--- config.mk ---
export PLATFORM = sky130hd
export DESIGN_NAME = ucp_command_port
export DESIGN_NICKNAME = d
export VERILOG_FILES = /design/src/pkg/ucp_pkg.sv /design/src/pkg/ucp_fifo_if.sv /design/src/verilog/ucp_command_port.sv /design/src/verilog/ucp_fifo.sv
export SDC_FILE = /design/constraint.sdc
export NUM_CORES = 1
export LEC_CHECK = 0
export BUFFER_PORTS_ARGS = -buffer_cell sky130_fd_sc_hd__buf_4
export CAP_MARGIN = 10
export CORE_ASPECT_RATIO = 0.9
export CORE_UTILIZATION = 45
export CTS_BUF_LIST = sky130_fd_sc_hd__clkbuf_4
export CTS_CLUSTER_DIAMETER = 200
export DETAILED_ROUTE_END_ITERATION = 6
export PLACE_DENSITY = 0.66
export SKIP_CTS_REPAIR_TIMING = 1
export SLEW_MARGIN = 20
export SYNTH_ARGS = -nofsm -noshare
export SYNTH_HDL_FRONTEND = slang
export SYNTH_HIERARCHICAL = 1
export SYNTH_SLANG_ARGS = --single-unit
--- constraint.sdc ---
create_clock -name core_clk -period 13.2 [get_ports core_clk]
set_input_delay 1.32 -clock core_clk [delete_from_list [all_inputs] [get_ports core_clk]]
set_output_delay 1.32 -clock core_clk [all_outputs]
set_load 0.03 [all_outputs]
--- src/pkg/ucp_pkg.sv ---
// Package: command codes, field positions and reset values of the command port
package ucp_pkg;
  typedef enum logic [1:0] {
    UCP_IDLE  = 2'b00,
    UCP_WDATA = 2'b01,
    UCP_RDATA = 2'b10
  } ucp_state_t;

  // Command groups by upper nibble; lower nibble selects the endpoint slot
  localparam logic [3:0]  GRP_FILL     = 4'h0;
  localparam logic [3:0]  GRP_DRAIN    = 4'h1;
  localparam logic [3:0]  GRP_CFG_WR   = 4'h2;
  localparam logic [3:0]  GRP_CFG_RD   = 4'h3;
  localparam logic [3:0]  GRP_STALL    = 4'h4;
  localparam logic [3:0]  GRP_STAT     = 4'h5;
  localparam logic [3:0]  GRP_VALID    = 4'h6;
  localparam logic [3:0]  GRP_CLEAR    = 4'h7;
  localparam logic [3:0]  GRP_UNSTALL  = 4'h8;
  localparam logic [3:0]  GRP_IMAGE    = 4'hd;
  localparam logic [3:0]  EP_CTRL_OUT  = 4'h0;
  localparam logic [3:0]  EP_CTRL_IN   = 4'h1;

  localparam logic [7:0]  CMD_ERR_OUT  = 8'ha0;
  localparam logic [7:0]  CMD_ERR_IN   = 8'ha1;
  localparam logic [7:0]  CMD_ADDR_WR  = 8'hb6;
  localparam logic [7:0]  CMD_ADDR_RD  = 8'hb7;
  localparam logic [7:0]  CMD_MODE_WR  = 8'hb8;
  localparam logic [7:0]  CMD_MODE_RD  = 8'hb9;
  localparam logic [7:0]  CMD_HW_WR    = 8'hba;
  localparam logic [7:0]  CMD_HW_RD    = 8'hbb;
  localparam logic [7:0]  CMD_IRQ_WR   = 8'hc2;
  localparam logic [7:0]  CMD_IRQ_RD   = 8'hc3;
  localparam logic [7:0]  CMD_DMAC_WR  = 8'hf0;
  localparam logic [7:0]  CMD_DMAC_RD  = 8'hf1;
  localparam logic [7:0]  CMD_DMAN_WR  = 8'hf2;
  localparam logic [7:0]  CMD_DMAN_RD  = 8'hf3;
  localparam logic [7:0]  CMD_SETUP_ACK = 8'hf4;
  localparam logic [7:0]  CMD_DEV_RESET = 8'hf6;

  localparam logic [7:0]  RST_ADDR     = 8'h00;
  localparam logic [7:0]  RST_MODE     = 8'h00;
  localparam logic [15:0] RST_HW       = 16'h0000;
  localparam logic [31:0] RST_IRQ      = 32'h0000_0000;
  localparam logic [15:0] RST_DMAC     = 16'h0000;
  localparam logic [15:0] RST_DMAN     = 16'h0000;
  localparam logic [7:0]  RST_CFG      = 8'h00;

  localparam int unsigned CFG_ISO_BIT  = 4;
  localparam logic [15:0] MAX_LEN_ISO  = 16'h03ff;
  localparam logic [15:0] MAX_LEN_STD  = 16'h0040;

  localparam int unsigned IDX_W        = 10;
  localparam logic [9:0]  IDX_MAX      = 10'h3ff;

  // Transmit word: {last, odd, endpoint, data}
  localparam int unsigned TXF_W        = 22;
  localparam int unsigned TXF_LAST     = 21;
  localparam int unsigned TXF_ODD      = 20;
  localparam int unsigned TXF_EP_LO    = 16;
  localparam int unsigned TXF_DEPTH    = 8;
endpackage

--- src/pkg/ucp_fifo_if.sv ---
// Interface: push and pop handshake between the command port and its FIFO
`timescale 1ns/100ps
interface ucp_fifo_if #(parameter int unsigned W = 22);
  logic         push_valid;
  logic [W-1:0] push_data;
  logic         push_ready;
  logic         pop_valid;
  logic [W-1:0] pop_data;
  logic         pop_ready;
  logic         flush;
  modport src (output push_valid, push_data, pop_ready, flush,
               input  push_ready, pop_valid, pop_data);
  modport mem (input  push_valid, push_data, pop_ready, flush,
               output push_ready, pop_valid, pop_data);
endinterface

--- src/verilog/ucp_command_port.sv ---
// Module: command interpreter behind the 16-bit processor port
`timescale 1ns/100ps
module ucp_command_port (
  input  wire logic        core_clk,
  input  wire logic        rst_n,
  input  wire logic        bus_cs_n,
  input  wire logic        bus_a0,
  input  wire logic        bus_rd_n,
  input  wire logic        bus_wr_n,
  input  wire logic [15:0] bus_data_in,
  output logic      [15:0] bus_data_out,
  output logic             bus_data_oe,
  input  wire logic [15:0] ep_full,
  input  wire logic [15:0] rx_len,
  input  wire logic [15:0] rx_word,
  output logic             rx_take,
  input  wire logic [7:0]  err_code_out,
  input  wire logic [7:0]  err_code_in,
  output logic             tx_valid,
  output logic      [15:0] tx_data,
  output logic      [3:0]  tx_ep,
  output logic             tx_last,
  output logic             tx_odd,
  input  wire logic        tx_ready,
  output logic      [15:0] stall_mask,
  output logic             ep_validate,
  output logic             ep_clear,
  output logic             status_ack,
  output logic      [3:0]  evt_ep,
  output logic             setup_ack,
  output logic             fill_overflow,
  output logic      [7:0]  usb_address_reg,
  output logic      [7:0]  operating_mode_reg,
  output logic      [15:0] hardware_setup_reg,
  output logic      [31:0] irq_mask_reg,
  output logic      [15:0] dma_setup_reg,
  output logic      [15:0] dma_byte_count_reg
);
  logic [1:0]               rst_s_q;
  logic                     rst_sync_n;
  logic [2:0]               cs_s_q, a0_s_q, rd_s_q, wr_s_q;
  logic [15:0]              din_s1_q, din_s2_q, din_s3_q;
  logic                     cmd_ev, dat_wr, dat_rd, wr_end, rd_end;
  ucp_pkg::ucp_state_t      state_q;
  logic [7:0]               cmd_q;
  logic [ucp_pkg::IDX_W-1:0] idx_q;
  logic [7:0]               cfg_q [16];
  logic [7:0]               code_sel;
  logic [ucp_pkg::IDX_W-1:0] idx_sel;
  logic [15:0]              rword;
  logic                     rtake;
  logic [15:0]              fill_left_q;
  logic                     fill_odd_q;
  logic                     push_valid_q;
  logic [ucp_pkg::TXF_W-1:0] push_data_q;
  logic                     fill_word;
  logic                     soft_rst;

  ucp_fifo_if #(.W(ucp_pkg::TXF_W)) txf ();

  function automatic logic [15:0] words_of(input logic [15:0] n);
    logic [16:0] t;
    t = ({1'b0, n} + 17'h00001) >> 1;
    return t[15:0];
  endfunction

  function automatic logic [15:0] clip_len(input logic [15:0] n, input logic iso);
    logic [15:0] lim;
    lim = iso ? ucp_pkg::MAX_LEN_ISO : ucp_pkg::MAX_LEN_STD;
    return (n > lim) ? lim : n;
  endfunction

  function automatic ucp_pkg::ucp_state_t phase_of(input logic [7:0] c);
    ucp_pkg::ucp_state_t s;
    s = ucp_pkg::UCP_IDLE;
    case (c[7:4])
      ucp_pkg::GRP_FILL:   s = (c[3:0] != ucp_pkg::EP_CTRL_OUT) ? ucp_pkg::UCP_WDATA
                                                                : ucp_pkg::UCP_IDLE;
      ucp_pkg::GRP_DRAIN:  s = (c[3:0] != ucp_pkg::EP_CTRL_IN) ? ucp_pkg::UCP_RDATA
                                                               : ucp_pkg::UCP_IDLE;
      ucp_pkg::GRP_CFG_WR: s = ucp_pkg::UCP_WDATA;
      ucp_pkg::GRP_CFG_RD,
      ucp_pkg::GRP_STAT,
      ucp_pkg::GRP_IMAGE:  s = ucp_pkg::UCP_RDATA;
      default: begin
        case (c)
          ucp_pkg::CMD_ERR_OUT, ucp_pkg::CMD_ERR_IN, ucp_pkg::CMD_ADDR_RD,
          ucp_pkg::CMD_MODE_RD, ucp_pkg::CMD_HW_RD, ucp_pkg::CMD_IRQ_RD,
          ucp_pkg::CMD_DMAC_RD, ucp_pkg::CMD_DMAN_RD: s = ucp_pkg::UCP_RDATA;
          ucp_pkg::CMD_ADDR_WR, ucp_pkg::CMD_MODE_WR, ucp_pkg::CMD_HW_WR,
          ucp_pkg::CMD_IRQ_WR, ucp_pkg::CMD_DMAC_WR, ucp_pkg::CMD_DMAN_WR:
            s = ucp_pkg::UCP_WDATA;
          default: s = ucp_pkg::UCP_IDLE;
        endcase
      end
    endcase
    return s;
  endfunction

  always_ff @(posedge core_clk or negedge rst_n) begin
    if (!rst_n) begin
      rst_s_q <= 2'h0;
    end else begin
      rst_s_q <= {rst_s_q[0], 1'b1};
    end
  end
  assign rst_sync_n = rst_s_q[1];

  // Pins are asynchronous; third stage feeds edge detection, the select and A0 qualifiers and the data word
  always_ff @(posedge core_clk or negedge rst_sync_n) begin
    if (!rst_sync_n) begin
      cs_s_q   <= 3'h7;
      a0_s_q   <= 3'h0;
      rd_s_q   <= 3'h7;
      wr_s_q   <= 3'h7;
      din_s1_q <= 16'h0000;
      din_s2_q <= 16'h0000;
      din_s3_q <= 16'h0000;
    end else begin
      cs_s_q   <= {cs_s_q[1:0], bus_cs_n};
      a0_s_q   <= {a0_s_q[1:0], bus_a0};
      rd_s_q   <= {rd_s_q[1:0], bus_rd_n};
      wr_s_q   <= {wr_s_q[1:0], bus_wr_n};
      din_s1_q <= bus_data_in;
      din_s2_q <= din_s1_q;
      din_s3_q <= din_s2_q;
    end
  end

  // Access acts at the strobe's trailing edge, when data has settled
  assign wr_end = wr_s_q[1] & ~wr_s_q[2];
  assign rd_end = rd_s_q[1] & ~rd_s_q[2];
  assign cmd_ev = wr_end & ~cs_s_q[2] & a0_s_q[2];
  assign dat_wr = wr_end & ~cs_s_q[2] & ~a0_s_q[2] & (state_q == ucp_pkg::UCP_WDATA);
  assign dat_rd = rd_end & ~cs_s_q[2] & ~a0_s_q[2] & (state_q == ucp_pkg::UCP_RDATA);
  assign soft_rst = cmd_ev & (din_s3_q[7:0] == ucp_pkg::CMD_DEV_RESET);

  always_ff @(posedge core_clk or negedge rst_sync_n) begin
    if (!rst_sync_n) begin
      state_q <= ucp_pkg::UCP_IDLE;
      cmd_q   <= 8'h00;
      idx_q   <= '0;
    end else if (cmd_ev) begin
      cmd_q   <= din_s3_q[7:0];
      state_q <= phase_of(din_s3_q[7:0]);
      idx_q   <= '0;
    end else if ((dat_wr | dat_rd) && idx_q != ucp_pkg::IDX_MAX) begin
      idx_q   <= idx_q + 1'b1;
    end
  end

  // Read word for the preload at command time or the advance at each read
  always_comb begin
    code_sel = cmd_ev ? din_s3_q[7:0] : cmd_q;
    // An advance fetches the word after the one just read out
    idx_sel  = cmd_ev ? '0
             : (idx_q == ucp_pkg::IDX_MAX) ? idx_q : idx_q + 1'b1;
    rword    = 16'h0000;
    rtake    = 1'b0;
    case (code_sel[7:4])
      ucp_pkg::GRP_DRAIN: begin
        if (idx_sel == '0) begin
          rword = rx_len;
        end else if ({6'h00, idx_sel} <= words_of(rx_len)) begin
          rword = rx_word;
          rtake = 1'b1;
        end
      end
      ucp_pkg::GRP_CFG_RD: begin
        rword = (idx_sel == '0) ? {8'h00, cfg_q[code_sel[3:0]]} : 16'h0000;
      end
      ucp_pkg::GRP_STAT,
      ucp_pkg::GRP_IMAGE: begin
        if (idx_sel == '0) begin
          rword = {14'h0000, stall_mask[code_sel[3:0]], ep_full[code_sel[3:0]]};
        end
      end
      default: begin
        if (idx_sel == '0) begin
          case (code_sel)
            ucp_pkg::CMD_ERR_OUT: rword = {8'h00, err_code_out};
            ucp_pkg::CMD_ERR_IN:  rword = {8'h00, err_code_in};
            ucp_pkg::CMD_ADDR_RD: rword = {8'h00, usb_address_reg};
            ucp_pkg::CMD_MODE_RD: rword = {8'h00, operating_mode_reg};
            ucp_pkg::CMD_HW_RD:   rword = hardware_setup_reg;
            ucp_pkg::CMD_IRQ_RD:  rword = irq_mask_reg[15:0];
            ucp_pkg::CMD_DMAC_RD: rword = dma_setup_reg;
            ucp_pkg::CMD_DMAN_RD: rword = dma_byte_count_reg;
            default:              rword = 16'h0000;
          endcase
        end else if (idx_sel == 10'h001 && code_sel == ucp_pkg::CMD_IRQ_RD) begin
          rword = irq_mask_reg[31:16];
        end
      end
    endcase
  end

  always_ff @(posedge core_clk or negedge rst_sync_n) begin
    if (!rst_sync_n) begin
      bus_data_out <= 16'h0000;
      bus_data_oe  <= 1'b0;
      rx_take      <= 1'b0;
    end else begin
      bus_data_oe  <= ~cs_s_q[1] & ~rd_s_q[1];
      rx_take      <= dat_rd & rtake;
      if (cmd_ev || dat_rd) begin
        bus_data_out <= rword;
      end
    end
  end

  // Endpoint setup words; reset also drops every endpoint back to disabled
  always_ff @(posedge core_clk or negedge rst_sync_n) begin
    if (!rst_sync_n) begin
      for (int i = 0; i < 16; i++) begin
        cfg_q[i] <= ucp_pkg::RST_CFG;
      end
    end else if (soft_rst) begin
      for (int i = 0; i < 16; i++) begin
        cfg_q[i] <= ucp_pkg::RST_CFG;
      end
    end else if (dat_wr && cmd_q[7:4] == ucp_pkg::GRP_CFG_WR && idx_q == '0) begin
      cfg_q[cmd_q[3:0]] <= din_s3_q[7:0];
    end
  end

  always_ff @(posedge core_clk or negedge rst_sync_n) begin
    if (!rst_sync_n) begin
      usb_address_reg    <= ucp_pkg::RST_ADDR;
      operating_mode_reg <= ucp_pkg::RST_MODE;
      hardware_setup_reg <= ucp_pkg::RST_HW;
      irq_mask_reg       <= ucp_pkg::RST_IRQ;
      dma_setup_reg      <= ucp_pkg::RST_DMAC;
      dma_byte_count_reg <= ucp_pkg::RST_DMAN;
    end else if (soft_rst) begin
      usb_address_reg    <= ucp_pkg::RST_ADDR;
      operating_mode_reg <= ucp_pkg::RST_MODE;
      hardware_setup_reg <= ucp_pkg::RST_HW;
      irq_mask_reg       <= ucp_pkg::RST_IRQ;
      dma_setup_reg      <= ucp_pkg::RST_DMAC;
      dma_byte_count_reg <= ucp_pkg::RST_DMAN;
    end else if (dat_wr && idx_q == '0) begin
      case (cmd_q)
        ucp_pkg::CMD_ADDR_WR: usb_address_reg    <= din_s3_q[7:0];
        ucp_pkg::CMD_MODE_WR: operating_mode_reg <= din_s3_q[7:0];
        ucp_pkg::CMD_HW_WR:   hardware_setup_reg <= din_s3_q;
        ucp_pkg::CMD_IRQ_WR:  irq_mask_reg[15:0] <= din_s3_q;
        ucp_pkg::CMD_DMAC_WR: dma_setup_reg      <= din_s3_q;
        ucp_pkg::CMD_DMAN_WR: dma_byte_count_reg <= din_s3_q;
        default: ;
      endcase
    end else if (dat_wr && idx_q == 10'h001 && cmd_q == ucp_pkg::CMD_IRQ_WR) begin
      irq_mask_reg[31:16] <= din_s3_q;
    end
  end

  always_ff @(posedge core_clk or negedge rst_sync_n) begin
    if (!rst_sync_n) begin
      stall_mask <= 16'h0000;
    end else if (soft_rst) begin
      stall_mask <= 16'h0000;
    end else if (cmd_ev && din_s3_q[7:4] == ucp_pkg::GRP_STALL) begin
      stall_mask[din_s3_q[3:0]] <= 1'b1;
    end else if (cmd_ev && din_s3_q[7:4] == ucp_pkg::GRP_UNSTALL) begin
      stall_mask[din_s3_q[3:0]] <= 1'b0;
    end
  end

  // Event pulses toward the endpoint engine, one cycle each
  always_ff @(posedge core_clk or negedge rst_sync_n) begin
    if (!rst_sync_n) begin
      ep_validate <= 1'b0;
      ep_clear    <= 1'b0;
      status_ack  <= 1'b0;
      setup_ack   <= 1'b0;
      evt_ep      <= 4'h0;
    end else begin
      ep_validate <= cmd_ev && din_s3_q[7:4] == ucp_pkg::GRP_VALID
                     && din_s3_q[3:0] != ucp_pkg::EP_CTRL_OUT;
      ep_clear    <= cmd_ev && din_s3_q[7:4] == ucp_pkg::GRP_CLEAR
                     && din_s3_q[3:0] != ucp_pkg::EP_CTRL_IN;
      // A plain state read lets the engine drop its event bits; a copy read does not
      status_ack  <= cmd_ev && din_s3_q[7:4] == ucp_pkg::GRP_STAT;
      setup_ack   <= cmd_ev && din_s3_q[7:0] == ucp_pkg::CMD_SETUP_ACK;
      if (cmd_ev) begin
        evt_ep <= din_s3_q[3:0];
      end
    end
  end

  // IN buffer fill: first word is the length, then (N+1)/2 payload words
  assign fill_word = dat_wr && cmd_q[7:4] == ucp_pkg::GRP_FILL && idx_q != '0
                     && fill_left_q != 16'h0000;

  always_ff @(posedge core_clk or negedge rst_sync_n) begin
    if (!rst_sync_n) begin
      fill_left_q <= 16'h0000;
      fill_odd_q  <= 1'b0;
    end else if (soft_rst) begin
      fill_left_q <= 16'h0000;
    end else if (dat_wr && cmd_q[7:4] == ucp_pkg::GRP_FILL && idx_q == '0) begin
      fill_left_q <= words_of(clip_len(din_s3_q,
                     cfg_q[cmd_q[3:0]][ucp_pkg::CFG_ISO_BIT]));
      fill_odd_q  <= 1'(clip_len(din_s3_q, cfg_q[cmd_q[3:0]][ucp_pkg::CFG_ISO_BIT]) & 16'h0001);
    end else if (fill_word) begin
      fill_left_q <= fill_left_q - 16'h0001;
    end
  end

  // The bus cannot be stalled, so a word that meets a full FIFO is dropped
  always_ff @(posedge core_clk or negedge rst_sync_n) begin
    if (!rst_sync_n) begin
      push_valid_q  <= 1'b0;
      push_data_q   <= '0;
      fill_overflow <= 1'b0;
    end else if (soft_rst) begin
      push_valid_q  <= 1'b0;
      fill_overflow <= 1'b0;
    end else if (fill_word && (!push_valid_q || txf.push_ready)) begin
      push_valid_q <= 1'b1;
      push_data_q  <= {fill_left_q == 16'h0001, fill_odd_q, cmd_q[3:0], din_s3_q};
    end else if (fill_word) begin
      fill_overflow <= 1'b1;
    end else if (txf.push_ready) begin
      push_valid_q <= 1'b0;
    end
  end

  assign txf.push_valid = push_valid_q;
  assign txf.push_data  = push_data_q;
  assign txf.pop_ready  = tx_ready;
  assign txf.flush      = soft_rst;
  assign tx_valid       = txf.pop_valid;
  assign tx_data        = txf.pop_data[15:0];
  assign tx_ep          = txf.pop_data[ucp_pkg::TXF_ODD-1:ucp_pkg::TXF_EP_LO];
  assign tx_last        = txf.pop_data[ucp_pkg::TXF_LAST];
  assign tx_odd         = txf.pop_data[ucp_pkg::TXF_ODD];

  ucp_fifo #(
    .W     (ucp_pkg::TXF_W),
    .DEPTH (ucp_pkg::TXF_DEPTH)
  ) u_txf (
    .core_clk   (core_clk),
    .rst_sync_n (rst_sync_n),
    .f          (txf)
  );
endmodule

--- src/verilog/ucp_fifo.sv ---
// Module: small FIFO with registered output word
`timescale 1ns/100ps
module ucp_fifo #(
  parameter int unsigned W     = 22,
  parameter int unsigned DEPTH = 8
) (
  input  wire logic core_clk,
  input  wire logic rst_sync_n,
  ucp_fifo_if.mem   f
);
  localparam int unsigned AW = (DEPTH > 1) ? $clog2(DEPTH) : 1;

  if (DEPTH < 2 || (1 << AW) != DEPTH) begin : g_bad_depth
    $error("ucp_fifo: DEPTH must be a power of two of at least 2");
  end
  if ($bits(f.push_data) != W) begin : g_bad_width
    $error("ucp_fifo: W does not match interface width");
  end

  logic [W-1:0]  mem_q [DEPTH];
  logic [AW-1:0] wp_q;
  logic [AW-1:0] rp_q;
  logic [AW:0]   cnt_q;
  logic          out_v_q;
  logic [W-1:0]  out_d_q;
  logic          push;
  logic          load;

  // Ready comes from the count alone so the source sees back-pressure early
  assign f.push_ready = (cnt_q < (AW+1)'(DEPTH));
  assign push         = f.push_valid & f.push_ready;
  assign load         = (cnt_q != '0) & (~out_v_q | f.pop_ready);
  assign f.pop_valid  = out_v_q;
  assign f.pop_data   = out_d_q;

  always_ff @(posedge core_clk) begin
    if (push) begin
      mem_q[wp_q] <= f.push_data;
    end
  end

  always_ff @(posedge core_clk or negedge rst_sync_n) begin
    if (!rst_sync_n) begin
      wp_q  <= '0;
      rp_q  <= '0;
      cnt_q <= '0;
    end else if (f.flush) begin
      wp_q  <= '0;
      rp_q  <= '0;
      cnt_q <= '0;
    end else begin
      wp_q  <= push ? wp_q + 1'b1 : wp_q;
      rp_q  <= load ? rp_q + 1'b1 : rp_q;
      cnt_q <= cnt_q + (AW+1)'(push) - (AW+1)'(load);
    end
  end

  always_ff @(posedge core_clk or negedge rst_sync_n) begin
    if (!rst_sync_n) begin
      out_v_q <= 1'b0;
      out_d_q <= '0;
    end else if (f.flush) begin
      out_v_q <= 1'b0;
    end else if (load) begin
      out_v_q <= 1'b1;
      out_d_q <= mem_q[rp_q];
    end else if (f.pop_ready) begin
      out_v_q <= 1'b0;
    end
  end
endmodule
### Word-level counts from Yosys, hierarchy flattened

Memory sizes are Yosys's and may differ from the RTL's. A register that Yosys moved wholly into a read port is not among the register bits.
Index checks and enable logic that the tools add are counted.

| word-level totals | value |
|---|---|
| bits in registers | 400 |
| memory bits (writable) | 176 |
| input port bits | 87 |
| output and inout port bits | 162 |
| logic and storage cells | 303 |
| memories kept | 1 |

Memory list:

| name | depth | width | rd ports | clocked after Yosys merged registers in | write ports | line | RTL |
|---|---|---|---|---|---|---|---|
| u_txf.mem_q | 8 | 22 | 1 | 1 | 1 | ucp_fifo.sv:20 | `logic [W-1:0] mem_q [DEPTH];` |

| cells by class | value |
|---|---|
| $add $sub $neg | 8 |
| magnitude comparators | 9 |
| eq/ne operators | 55 |
| mux-type cells | 82 |
| bitwise gates (word level) | 29 |
| reduce and logical (&&, ||, !) cells | 67 |

Operator list:

| cell | count |
|---|---|
| 2-to-1 mux 16 bit | 24 |
| 2-to-1 mux 128 bit | 2 |
| == test 8 bit, second input constant | 30 |
| bitwise mux 128 bit | 1 |
| one-hot mux 16 bit (8 select lines) | 1 |
| 2-to-1 mux 8 bit | 11 |
| binary-select mux 8 bit (select 4 bit) | 2 |
| 2-to-1 mux 10 bit | 5 |
| one-hot mux 16 bit (3 select lines) | 1 |
| adder 16 x 1 -> 17 bit, second input constant | 2 |
| demux 8 bit (select 4 bit) | 1 |
| 2-to-1 mux 32 bit | 1 |
| nonzero test 2 bit | 13 |
| AND reduction 2 bit | 12 |
| logical AND 1 bit | 22 |
| == test 10 x 1 -> 1 bit, second input constant | 2 |
| == test 4 x 3 -> 1 bit, second input constant | 5 |
| logical NOT 10 bit | 2 |
| 2-to-1 mux 1 bit | 19 |
| bitwise AND 16 bit | 1 |
| == test 16 x 1 -> 1 bit, second input constant | 1 |
| == test 4 x 2 -> 1 bit, second input constant | 4 |
| > comparator 16 x 10 -> 1 bit | 1 |
| less-or-equal comparator 10 x 16 -> 1 bit | 1 |
| 44 further kinds | 86 |

### Depth between registers and ports, before layout

| depth | value |
|---|---|
| depth after elaboration | 11 |
| gate-level depth with buffers | 21 |

### Modules after synthesis

The synthesis kept the hierarchy.

By module, submodules not included:

| module | instances | cells an instance | area each (sq um) | seq. area each (sq um) |
|---|---|---|---|---|
| ucp_command_port | 1 | 2127 | 19358.6 | 9745.6 |
| ucp_fifo | 1 | 491 | 8172.8 | 6110.9 |

### Worst setup path after synthesis

No wires, ideal clock.

| timing path | value |
|---|---|
| kind | reg2reg |
| start | register cmd_q[1] |
| end | register fill_left_q[5] |
| arrival | 4523 ps |
| setup slack | 8609 ps |
| cell stages (with the launch flop) | 19 |
| path buffers | 3 |
| period minus slack after synthesis | 4591 ps |
| cell sequence | dfrtp_1 clkbuf_1 mux4_2 mux2_2 o21ai_0 ha_1 a211o_1 a31oi_1 inv_1 o31ai_1 and2_1 clkbuf_1 a21o_1 ha_1 buf_2 nand3_1 xor2_1 a221o_1 nand3_1 |

| between the ends | value |
|---|---|
| word-level cells in the longest chain between the ends | 10 |

RTL lines:

| what | line | RTL |
|---|---|---|
| start: declaration | ucp_command_port.sv:45 | `logic [7:0] cmd_q;` |
| start signal: assignment | ucp_command_port.sv:144 | `cmd_q <= din_s3_q[7:0];` |
| NOT 4 -> 5 bit (not written as such) * | ucp_command_port.sv:303 | `cfg_q[cmd_q[3:0]][ucp_pkg::CFG_ISO_BIT]));` |
| binary-select mux 8 bit (select 4 bit) * | ucp_command_port.sv:303 |  |
| 2-to-1 mux 5 bit (not written as such) * (2 in a row) | ucp_command_port.sv:303 |  |
| 2-to-1 mux 10 bit * | ucp_command_port.sv:69 | `lim = iso ? ucp_pkg::MAX_LEN_ISO : ucp_pkg::MAX_LEN_STD;` |
| > comparator 16 x 10 -> 1 bit | ucp_command_port.sv:70 | `return (n > lim) ? lim : n;` |
| 2-to-1 mux 16 bit * | n/a |  |
| adder 16 x 1 -> 17 bit * | ucp_command_port.sv:63 | `t = ({1'b0, n} + 17'h00001) >> 1;` |
| 2-to-1 mux 16 bit * | ucp_command_port.sv:301 | `end else if (dat_wr && cmd_q[7:4] == ucp_pkg::GRP_FILL && idx_q == '0) begin` |
| 2-to-1 mux 16 bit * | ucp_command_port.sv:299 | `end else if (soft_rst) begin` |
| end signal: assignment | ucp_command_port.sv:302 | `fill_left_q <= words_of(clip_len(din_s3_q,` |
| end signal: assignment | ucp_command_port.sv:306 | `fill_left_q <= fill_left_q - 16'h0001;` |
| end: declaration | ucp_command_port.sv:52 | `logic [15:0] fill_left_q;` |

Mark *: on every way between the ends. The rest lies on a longest branch, timed or not. The select of a mux whose other input is x is not followed.
A chain may end at the register's enable or synchronous reset.

### Worst setup path after layout

| timing path | value |
|---|---|
| start | register cmd_q[0] |
| end | register fill_left_q[5] |

Same word-level chain as after synthesis.

==> results.txt <==
Clk Latency, worst-skew pair: 1.04 ns
Root Buffer: clkbuf_4
Power Density: 153 nW/um2
P_leak: 14.3 nW
Fin Setup TNS: 0 ns
Antenna Nets Post-Route: 0
Std cell rows: 85
Slew Limit Fails: 0
Sw power: 1.61 mW
Worst rel slew slack: 0.249
Critical Path Source Type: flop
RSZ-0062 raised after global routing: no
DR iter-0 viols: 2608
CP Capture Type: flop
Cells after DPL: 3519
Switch share: 0.328
Critical Path Fanout Max: 14
Final #Nets: 3015
Status: completed
Clock Path Buffers: 3
EDFF count, synth: 176
Final WL: 87100 um
Worst slew pin tran: 1.13 ns
R2R cell count: 15
H-tree depth: 4
Fillers: 5298
Largest register FFs: 176
DP Wirelength: 55800 um
Finished Layout Cells: 3811
Critical path data required time: 14.12 ns
Core ar.: 60100 um2
Syn_area_per_cell: 10.5 um2
Post-Syn Nets: 2738
Hold Vio Cnt, Final: 0
Combinational Power Share: 0.224
Final Critical Period: 5.32 ns
Crit path kind: reg -> reg
Vias: 22400
Max cap viols: 0
Register area share after synthesis: 0.576
All-layer global routing usage: 0.281
Synth Register Bits: 598
Vias/cell: 5.88
Worst r2r src: cmd_q[0]
Ports: 249
Max frequency: 188 MHz
Largest net degree at the start of global routing: 179
Mapped cell area: 27500 um2
Hold slack final: 0.0945 ns
Die area: 62200 um2
CTS buffer count: 157
HP Class: in -> async
Sequential share of power: 0.434
First-pass GRT wire length: 133000 um
RR Endpoint: fill_left_q[5]
Reg2Reg Setup Slack: 7.88 ns
# setup viols final: 0
Internal Power: 3.29 mW
Worst vdd ir: 91.2 uV
Num Clock Sinks: 598
Syn-to-layout area delta: 16.7%
Die X: 263 um
Clock Skew: 0.105 ns
Initial Util: 0.458
Total congestion overflow: 0
Vert. Die Dim: 237 um
Post-synthesis cell type count: 94
Ys Warns: 6
Clk network pwr share: 0.342
Top FF cell, synth: dfrtp_1
First-pass DRT Iterations: 6
WP data arrival: 6.24 ns
Vias in the first global route: 22000
Share of cells above drive strength 1: 0.208
Post-route clock period utilization: 0.403
Initial antenna violation count: 4
Post-synth ARST share: 0.706
CTS tree: built
DRC errors left: 0
RePlAce Congestion: 0.937
PortBufs: 248
Routed WL per cell: 22.9 um
CTS clk-pin slew, worst paths: 0.07 ns
Syn Inst Count: 2618
kinds of logic (layout without fill, tap and decap cells):
| family | after synthesis | count (layout) | share of synthesized area |
|---|---|---|---|
| AO/OA/AOI/OAI | 599 | 599 | 0.132 |
| XOR/XNOR | 26 | 26 | 0.00827 |
| adder cells (fa/ha/maj) | 33 | 33 | 0.0153 |
| buffers and inverters | 225 | 629 | 0.0350 |
| flip-flops | 598 | 598 | 0.576 |
| multiplexers | 214 | 214 | 0.0834 |
| other | 1 | 7 | 0.000136 |
| AND/OR/NAND/NOR | 922 | 922 | 0.150 |
worst max-delay path, stage by stage (launching register included):
cell and delay (ns):
dfrtp_1 0.79, mux4_2 0.60, mux2_2 0.28, o21ai_1 0.69, ha_1 0.40, a211o_1 0.26, a31oi_1 0.18, inv_1 0.06
o31ai_1 0.39, and2_1 0.38, a21o_1 0.21, ha_1 0.32, nand3_1 0.13, xor2_1 0.16, a221o_1 0.33, nand3_1 0.09
cells in the mapped netlist, types with 4 or more instances:
| cell | count | area [um2] |
|---|---|---|
| dfrtp_1 | 413 | 10300 |
| or3_1 | 11 | 68.8 |
| o21ai_0 | 202 | 1010 |
| nand2_1 | 460 | 1730 |
| dfstp_2 | 9 | 236 |
| a21oi_1 | 186 | 931 |
| or4_1 | 5 | 37.5 |
| nor4_1 | 15 | 93.8 |
| nor2_1 | 183 | 687 |
| buf_4 | 13 | 97.6 |
| and3_1 | 17 | 106 |
| nor3_1 | 17 | 85.1 |
| xor2_1 | 10 | 87.6 |
| mux2_2 | 24 | 270 |
| nand2b_1 | 15 | 93.8 |
| o31ai_1 | 9 | 67.6 |
| a22o_1 | 4 | 35.0 |
| a211oi_1 | 6 | 45.0 |
| a222oi_1 | 10 | 100 |
| o21ai_1 | 6 | 30.0 |
| ha_1 | 32 | 400 |
| a31oi_1 | 32 | 200 |
| inv_1 | 42 | 158 |
| a41oi_1 | 5 | 43.8 |
| xnor2_1 | 16 | 140 |
| a221oi_1 | 21 | 184 |
| nand3_1 | 121 | 606 |
| nand4_1 | 17 | 106 |
| o22ai_1 | 10 | 62.6 |
| mux2i_1 | 178 | 1780 |
| a311oi_1 | 4 | 35.0 |
| a22oi_1 | 53 | 398 |
| buf_1 | 7 | 26.3 |
| o41ai_1 | 4 | 35.0 |
| and4_1 | 7 | 61.3 |
| a21o_1 | 9 | 67.6 |
| mux4_2 | 9 | 203 |
| and2_1 | 10 | 62.6 |
| buf_2 | 29 | 145 |
| o211ai_1 | 5 | 37.5 |
| nor2b_1 | 14 | 87.6 |
| edfxtp_1 | 176 | 5290 |
| clkbuf_1 | 125 | 469 |
power groups by stage:
stage | Combinational (mW) | Clock, mW | Sequential (mW)
5_1_grt | 1.18 | 1.82 | 2.14
6_report | 1.10 | 1.68 | 2.13
2_1_floorplan | 0.672 | 0 | 2.22
4_1_cts | 1.09 | 1.72 | 2.13
3_3_place_gp | 1.07 | 0 | 2.16
3_5_place_dp | 1.09 | 0 | 2.16
layout by cell type, fill, tap and decap left out, types with 13 or more instances in the layout:
cell type,count
nor2_1,181
nand4_1,17
nor4_1,13
a21oi_1,186
buf_4,296
inv_1,40
mux2i_1,178
mux2_2,24
xnor2_1,16
and3_1,17
nor3_1,16
nand2b_1,15
nand3_1,121
o21ai_0,201
clkinv_1,38
ha_1,32
dfrtp_1,410
a22oi_1,53
a221oi_1,21
clkbuf_4,224
a31oi_1,32
nor2b_1,13
edfxtp_1,176
nand2_1,460
how the worst max path moves through the flow:
stage	startpoint	endpoint	slack, ns
2_1_floorplan	rst_s_q[1]	a0_s_q[0]	0.58
3_3_place_gp	cmd_q[0]	fill_left_q[7]	7.76
3_5_place_dp	cmd_q[0]	fill_left_q[5]	7.92
4_1_cts	cmd_q[0]	fill_left_q[5]	7.97
5_1_grt	cmd_q[0]	fill_left_q[7]	7.57
6_report	cmd_q[0]	fill_left_q[5]	7.88
metrics by stage:
step | power, mW | cell area, um2 | setup slack, ns | util
final | 4.90 | 32100 | 7.88 | 0.535
after global routing | 5.15 | 32100 | 7.57 | 0.535
after CTS | 4.94 | 32100 | 7.97 | 0.534
after detailed placement | 3.25 | 30000 | 7.92 | 0.500
after global placement | 3.23 | 30000 | 7.76 | 0.500
after floorplan | 2.89 | 27500 | 0.583 | -
layout make-up:
class | count | area, um2 | area share
Clock buffer | 224 | 1680 | 0.0523
Inverter | 46 | 178 | 0.00553
Clock inverter | 62 | 410 | 0.0128
Antenna cell | 6 | 15.0 | 0.000467
Sequential cell | 598 | 15900 | 0.494
Timing Repair Buffer | 297 | 2240 | 0.0698
Multi-Input combinational cell | 1795 | 10800 | 0.335
Tap cell | 783 | 980 | 0.0305
metal layers:
metal,wire length (um),GRT usage,vias up
li1,-,-,10000
met1,35300,0.369,11000
met2,40600,0.436,1130
met3,7770,0.0710,212
met4,3460,0.133,2
met5,21,0,-
Note: power is estimated with default switching activity, not from simulation.
